**src/design/pbcd_cfg.svh**
```systemverilog
/*
  Offsets, field positions, reset values for the port B change detector.
  Assumes a 32-bit classic Wishbone slave with word-aligned byte addresses.
*/
`ifndef PBCD_CFG_SVH
`define PBCD_CFG_SVH
`define PBCD_OFS_RISE    6'h00
`define PBCD_OFS_FALL    6'h04
`define PBCD_OFS_FLAGS   6'h08
`define PBCD_OFS_CTRL    6'h0c
`define PBCD_OFS_MASK    6'h10
`define PBCD_PIN_LO      4
`define PBCD_CTRL_IE_BIT 3
`define PBCD_CTRL_SUM_BIT 0
`define PBCD_RST_NIB     4'h0
`define PBCD_RST_MASK    4'hf
`endif

```
**src/design/pbcd_pkg.sv**
```systemverilog
/*
  Types for the port B change detector.
  Assumes pbcd_cfg.svh for numeric constants.
*/
`default_nettype none
package pbcd_pkg;
  typedef struct packed {
    logic [5:0]  adr;
    logic        we;
    logic        sel0;
    logic [7:0]  dat;
  } pbcd_req_type;
  typedef struct packed {
    logic [3:0] rise;
    logic [3:0] fall;
  } pbcd_edge_type;
endpackage : pbcd_pkg
`default_nettype wire

```
**src/design/pbcd_top.sv**
```systemverilog
/*
  Port B pin-change detector with Wishbone classic register slave.
  Assumes pins synchronous-domain unknown, one clock, synchronous reset.
*/
`include "pbcd_cfg.svh"
`timescale 1ns/1ps
`default_nettype none
module pbcd_top
  import pbcd_pkg::*;
#(
  parameter int NPINS = 4
)(
  input  wire logic        clk_i,
  input  wire logic        rst_i,
  input  wire logic        wb_cyc_i,
  input  wire logic        wb_stb_i,
  input  wire logic        wb_we_i,
  input  wire logic [31:0] wb_adr_i,
  input  wire logic [3:0]  wb_sel_i,
  input  wire logic [31:0] wb_dat_i,
  output var  logic [31:0] wb_dat_o,
  output var  logic        wb_ack_o,
  input  wire logic [3:0]  port_b_pin_i,
  output var  logic        irq_o
);

  initial
  begin
    if (NPINS != 4)
      $error("pbcd_top serves exactly four pins");
  end

  function automatic logic [7:0] hi_nib(input logic [3:0] v);
    hi_nib = {v, 4'h0};
  endfunction : hi_nib

  pbcd_req_type  req;
  pbcd_edge_type ev;
  logic [3:0]  sync1_reg, sync2_reg, prev_reg;
  logic [3:0]  rise_reg, rise_next;
  logic [3:0]  fall_reg, fall_next;
  logic [3:0]  flags_reg, flags_next;
  logic [3:0]  mask_reg, mask_next;
  logic        ie_reg, ie_next;
  logic        ack_reg, ack_next;
  logic [31:0] dat_reg, dat_next;
  logic        irq_reg, irq_next;
  logic        access;
  logic        wr;
  logic [3:0]  hit;
  logic [3:0]  wnib;

  assign req.adr  = wb_adr_i[5:0];
  assign req.we   = wb_we_i;
  assign req.sel0 = wb_sel_i[0];
  assign req.dat  = wb_dat_i[7:0];
  assign access   = wb_cyc_i & wb_stb_i;
  // Writes commit on the edge that the master samples ack
  assign wr       = access & req.we & req.sel0 & ack_reg & (wb_adr_i[31:6] == 26'h0);
  assign wnib     = req.dat[7:4]; // Low nibble dropped on write

  // Edge detect after the second synchroniser stage only
  always_comb
  begin
    ev.rise = sync2_reg & ~prev_reg & rise_reg;
    ev.fall = ~sync2_reg & prev_reg & fall_reg;
    hit     = ev.rise | ev.fall;
  end

  always_ff @(posedge clk_i)
  begin
    if (rst_i)
    begin
      sync1_reg <= 4'h0;
      sync2_reg <= 4'h0;
      prev_reg  <= 4'h0;
    end
    else
    begin
      sync1_reg <= port_b_pin_i;
      sync2_reg <= sync1_reg;
      prev_reg  <= sync2_reg;
    end
  end

  always_comb
  begin
    rise_next  = rise_reg;
    fall_next  = fall_reg;
    flags_next = flags_reg;
    mask_next  = mask_reg;
    ie_next    = ie_reg;
    if (wr)
    begin
      case (req.adr)
        `PBCD_OFS_RISE:  rise_next  = wnib;
        `PBCD_OFS_FALL:  fall_next  = wnib;
        `PBCD_OFS_FLAGS: flags_next = wnib;
        `PBCD_OFS_CTRL:  ie_next    = req.dat[`PBCD_CTRL_IE_BIT];
        `PBCD_OFS_MASK:  mask_next  = wnib;
        default:         ie_next    = ie_reg;
      endcase
    end
    // Set wins over a clearing write in the same cycle
    flags_next = flags_next | hit;
    irq_next   = ie_reg & (|(flags_reg & mask_reg));
  end

  always_ff @(posedge clk_i)
  begin
    if (rst_i)
    begin
      rise_reg  <= `PBCD_RST_NIB;
      fall_reg  <= `PBCD_RST_NIB;
      flags_reg <= `PBCD_RST_NIB;
      mask_reg  <= `PBCD_RST_MASK;
      ie_reg    <= 1'b0;
      irq_reg   <= 1'b0;
    end
    else
    begin
      rise_reg  <= rise_next;
      fall_reg  <= fall_next;
      flags_reg <= flags_next;
      mask_reg  <= mask_next;
      ie_reg    <= ie_next;
      irq_reg   <= irq_next;
    end
  end

  // Bus answer: ack one cycle after the request, read data latched with it
  always_comb
  begin
    ack_next = access & ~ack_reg;
    dat_next = dat_reg;
    if (access & ~ack_reg)
    begin
      dat_next = 32'h0;
      if (wb_adr_i[31:6] == 26'h0)
      begin
        case (req.adr)
          `PBCD_OFS_RISE:  dat_next[7:0] = hi_nib(rise_reg);
          `PBCD_OFS_FALL:  dat_next[7:0] = hi_nib(fall_reg);
          `PBCD_OFS_FLAGS: dat_next[7:0] = hi_nib(flags_reg);
          `PBCD_OFS_MASK:  dat_next[7:0] = hi_nib(mask_reg);
          `PBCD_OFS_CTRL:
          begin
            dat_next[`PBCD_CTRL_IE_BIT]  = ie_reg;
            dat_next[`PBCD_CTRL_SUM_BIT] = |flags_reg;
          end
          default: dat_next = 32'h0;
        endcase
      end
    end
  end

  always_ff @(posedge clk_i)
  begin
    if (rst_i)
    begin
      ack_reg <= 1'b0;
      dat_reg <= 32'h0;
    end
    else
    begin
      ack_reg <= ack_next;
      dat_reg <= dat_next;
    end
  end

  assign wb_ack_o = ack_reg;
  assign wb_dat_o = dat_reg;
  assign irq_o    = irq_reg;
endmodule : pbcd_top
`default_nettype wire

```
**config.mk**
```make
export PLATFORM = sky130hd
export DESIGN_NAME = pbcd_top
export DESIGN_NICKNAME = d
export VERILOG_FILES = /design/src/design/pbcd_pkg.sv /design/src/design/pbcd_top.sv
export VERILOG_INCLUDE_DIRS = /design/src /design/src/design
export SDC_FILE = /design/constraint.sdc
export NUM_CORES = 1
export LEC_CHECK = 0
export BUFFER_PORTS_ARGS = -buffer_cell sky130_fd_sc_hd__buf_2
export CAP_MARGIN = 20
export CORE_ASPECT_RATIO = 0.8
export CORE_MARGIN = 2
export CORE_UTILIZATION = 29
export CTS_CLUSTER_SIZE = 25
export DETAILED_ROUTE_END_ITERATION = 8
export GPL_ROUTABILITY_DRIVEN = 0
export SLEW_MARGIN = 20
export SYNTH_ARGS = -nofsm -noshare
export SYNTH_HDL_FRONTEND = slang
export SYNTH_SLANG_ARGS = --single-unit
```
**constraint.sdc**
```tcl
create_clock -name clk_i -period 4.9 [get_ports clk_i]
set_clock_uncertainty 0.05 [all_clocks]
set_input_delay 0.49 -clock clk_i [delete_from_list [all_inputs] [get_ports clk_i]]
set_output_delay 0.49 -clock clk_i [all_outputs]
set_load 0.01 [all_outputs]
```
* Word level (Yosys, flattened, before mapping)
Index checks and enable logic that the tools add are counted.
W data, S select, Z words.
** Word-level totals
- Input port bits :: 77
- Output and inout port bits :: 34
- Flip-flop bits (word level) :: 63
- Word-level logic and storage cells :: 46
** Operators by class
- Bitwise operators :: 17
- Equality and inequality tests :: 4
- Muxes and demuxes :: 6
- Reductions and logical operators :: 8
** Operators by type and width (number)
- $logic_not A26 Y1 :: 1
- $and A4 B4 Y4 :: 5
- $pmux W4 S4 :: 1
- $eq A6 B4 Y1 const B :: 2
- $mux W4 :: 2
- $mux W8 :: 1
- $not A4 Y4 :: 2
- $or A4 B4 Y4 :: 2
- $reduce_and A2 Y1 :: 4
- $reduce_or A4 Y1 :: 2
- $and A1 B1 Y1 :: 7
- $eq A6 B3 Y1 const B :: 1
- $eq A6 B5 Y1 const B :: 1
- $logic_not A6 Y1 :: 1
- $mux W1 :: 2
- $not A1 Y1 :: 1

* Longest topological paths before layout
- Word-level depth :: 7
- Depth in mapped cells :: 5
- Mapped depth without buffers :: 4

* Worst setup path before layout
OpenSTA, ideal clock, no wires.
- Path kind :: input to register
- Start :: input wb_adr_i[18]
- End :: register flags_reg[0]
- Path buffers :: 1
- Stages on the path :: 5
- Setup slack :: 2.993 ns
- Required time :: 4.729 ns
- Arrival :: 1.736 ns
- Library setup time :: 0.121 ns
- Cell sequence :: nor4_1 nand3_1 or4_4 buf_6 mux2i_1
** Between the ends
- Cells in the longest elaborated chain, start to end :: 4
** Ends and longest elaborated chain
- start: declaration :: line pbcd_top.sv:18 : input wire logic [31:0] wb_adr_i,
- $logic_not A26 Y1 :: line pbcd_top.sv:59 : assign wr = access & req.we & req.sel0 & ack_reg & (wb_adr_i[31:6] == 26'h0);
- $and A1 B1 Y1 :: line pbcd_top.sv:59
- $mux W4 :: line pbcd_top.sv:93 : if (wr)
- $or A4 B4 Y4 :: line pbcd_top.sv:105 : flags_next = flags_next | hit;
- end signal: assignment :: line pbcd_top.sv:115 : flags_reg <= `PBCD_RST_NIB;
- end signal: assignment :: line pbcd_top.sv:124 : flags_reg <= flags_next;
- end: declaration :: line pbcd_top.sv:42 : logic [3:0] flags_reg, flags_next;
Every way passes these cells.
A chain may end at the register's enable or synchronous reset.

* Final worst setup path
- Start :: input wb_adr_i[1]
- End :: register fall_reg[2]
** Between the ends
- Cells in the longest elaborated chain, start to end :: 2
** Ends and longest elaborated chain
- $eq A6 B3 Y1 :: line pbcd_top.sv:95 : case (req.adr)
- $reduce_and A2 Y1 (no source line)
- end signal: assignment :: line pbcd_top.sv:114 : fall_reg <= `PBCD_RST_NIB;
- end signal: assignment :: line pbcd_top.sv:123 : fall_reg <= fall_next;
- end: declaration :: line pbcd_top.sv:41 : logic [3:0] fall_reg, fall_next;
Every way passes these cells.

==> results_dict.tcl <==
set metrics [dict create \
    final_cells 338 \
    holdPathStages 2 \
    setup_violations 0 \
    drt_iter0_markers 90 \
    period_minus_slack_ns 2.00 \
    synth_edf_count 0 \
    critPathRequiredTime_ns 5.01 \
    rows 26 \
    dieArea_sq_um 7520 \
    core-area_sq_um 6510 \
    startpoint_type "input port" \
    largest_reg_flops 6 \
    synth.area.top_cells "dfxtp_1 37%, buf_4 9.8%, mux2i_1 8.6%" \
    cts_post_setup_buffers_inserted 0 \
    insertion_delay_ns 0.28 \
    drive_gt1_frac 0.291 \
    hold_ws_ns 0.363 \
    antenna_cells 0 \
    fillCellCount 701 \
    die_y_um 78.0 \
    crit_chain "buf_2 > nor4_1 > and3_1 > nand4_1 > mux2i_1" \
    clk_pin_slew_ns 0.07 \
    portBuffers 54 \
    yosysMostFrequentCell "dfxtp_1" \
    cap_violations 0 \
    grt_pass1_vias 1354 \
    synth_area_per_cell_sq_um 9.82 \
    dp_cells 331 \
    critPathLaunch "wb_adr_i[1]" \
    yosys_warnings 0 \
    power.density_nw_per_um2 249 \
    synth_cell_types 36 \
    slowest_stage "nor4_1" \
    fmax_mhz 501 \
    synth_xor_area_frac 0 \
    slowest_delay_ns 0.57 \
    wl_per_cell_um 12.1 \
    htreeDepth 2 \
    pre_cts_ws_ns 2.59 \
    grt_use_total 0.105 \
    min_from "port_b_pin_i[1]" \
    ctsHoldBuffers 0 \
    post_cts_resized 0 \
    synthAdderAreaFrac 0 \
    hold_class "in2reg" \
    r2r_setup_slack_ns 3.35 \
    hpwl_um 3150 \
    avgViaCountPerCell 4.62 \
    gr-total-overflow 0 \
    synth-simple-area-share 0.292 \
    synth_top_family_by_area "simple AND/OR/NAND/NOR gates" \
    boundaryPins 111 \
    cts-root-buf "clkbuf_8" \
    muxShareOfSynthArea 0.109 \
    vdd.ir_drop.worst_mv 0.169 \
    vias 1560 \
    drtPass1Iterations 4 \
    yosysTopAreaCell "dfxtp_1" \
    reg2regPathDepth 4 \
    leakage_nw 1.04 \
    ant_nets 0 \
    cts_tree "done" \
    rsz0062_at_grt "no" \
    finalMaxSlewViolations 0 \
    initial_utilization 0.305 \
    r2r_start "wb_ack_o" \
    syn2layout_area_growth_pct 16.3 \
    ys.flop_type "dfxtp_1" \
    outcome "finished, final reports clean" \
    worstMarginPinSlew_ns 0.771 \
    yosysSeqAreaShare 0.374 \
    syn_inst 202 \
    crit_arrival_ns 2.11 \
    slew_headroom 0.486 \
    tns_ns 0 \
    critPathMaxFanout 5 \
    path_class "in2reg" \
    drc_errors 0 \
    grt_max_degree 52 \
    synth_common_cells "37 x dfxtp_1, 26 x buf_4, 17 x mux2i_1" \
    power.total_uw 573 \
    finalHoldViolCount 0 \
    async_flop_share 0 \
    synthesis.area_sq_um 1980 \
    synth_compound_area_frac 0.105 \
    grt_pass1_wl_um 6070 \
    die_w_um 96.5 \
    ctsLongestPathBuffers 2 \
    fin_ws_ns 2.90 \
    synth-seq-cells 37 \
    critPathCaptureType "flip-flop" \
    finalCritPeriodShare 0.407 \
    final_nets 331 \
    cts_made_buffers 5 \
    clock_sinks 37 \
    antenna_found_initial 0 \
    yosysTopAreaCellShare 0.374 \
    routed_wl_um 4080 \
]
[where the power goes]
| group | internal [mW] | total, mW | switching [mW] |
|---|---|---|---|
| registers | 0.305 | 0.306 | 0.00152 |
| clock network | 0.111 | 0.208 | 0.0970 |
| logic | 0.0246 | 0.0583 | 0.0338 |
[critical path: cells and delay by family]
kind / cells / cell delay [ns]
buffers and inverters: 1 / 0.10
and+or+nand+nor: 3 / 1.30
muxes: 1 / 0.21
[layout by cell type (no fill, tap or decap), types with 2 or more instances in the layout]
| cell | count |
|---|---|
| conb_1 | 26 |
| clkbuf_8 | 6 |
| nand3_1 | 2 |
| a22oi_1 | 2 |
| and3_1 | 2 |
| nand2b_1 | 14 |
| o31ai_1 | 5 |
| o21bai_1 | 8 |
| dfxtp_1 | 37 |
| o21ai_0 | 4 |
| nor2_1 | 12 |
| nand3b_1 | 11 |
| nand4_1 | 2 |
| buf_2 | 54 |
| nor4_4 | 4 |
| mux2_2 | 4 |
| mux2i_1 | 17 |
| a222oi_1 | 4 |
| nor4_1 | 6 |
| nand2_1 | 6 |
| a21oi_1 | 2 |
| nor2b_1 | 12 |
[area by class of cell]
type / count / area (sq um) / share of cell area
timing repair buffer: 54 / 270 / 0.117
clock buffer: 7 / 86.3 / 0.0374
inverter: 1 / 3.75 / 0.00163
multi-input combinational: 155 / 1100 / 0.477
tap: 84 / 105 / 0.0456
sequential: 37 / 741 / 0.321
[routing by layer]
metal  vias up  routed length (um)  global-route usage
li1        780                   -                   -
met1       710                1840               0.139
met2        62                1780               0.159
met3         8                 400              0.0320
met4         0                  63              0.0423
met5         -                   0                   0
[worst paths after layout]
| path | end |
|---|---|
| setup / recovery | fall_reg[2] |
| hold / removal | sync1_reg[1] |
| setup reg to reg | rise_reg[0] |
| hold reg to reg | sync2_reg[0] |
[metrics by stage]
stage           util  cell area (sq um)
2_1_floorplan      -               2080
3_3_place_gp   0.341               2220
3_5_place_dp   0.341               2220
4_1_cts        0.354               2310
5_1_grt        0.354               2310
6_report       0.354               2310
[cell families (layout without fill, tap and decap cells)]
logic type,count (synthesis),count (layout)
flip-flops,37,37
AO/OA/AOI/OAI,27,27
multiplexers,21,21
buffers and inverters,35,62
AND/OR/NAND/NOR,81,81
other,1,26
(Power assumes the default switching activity.)
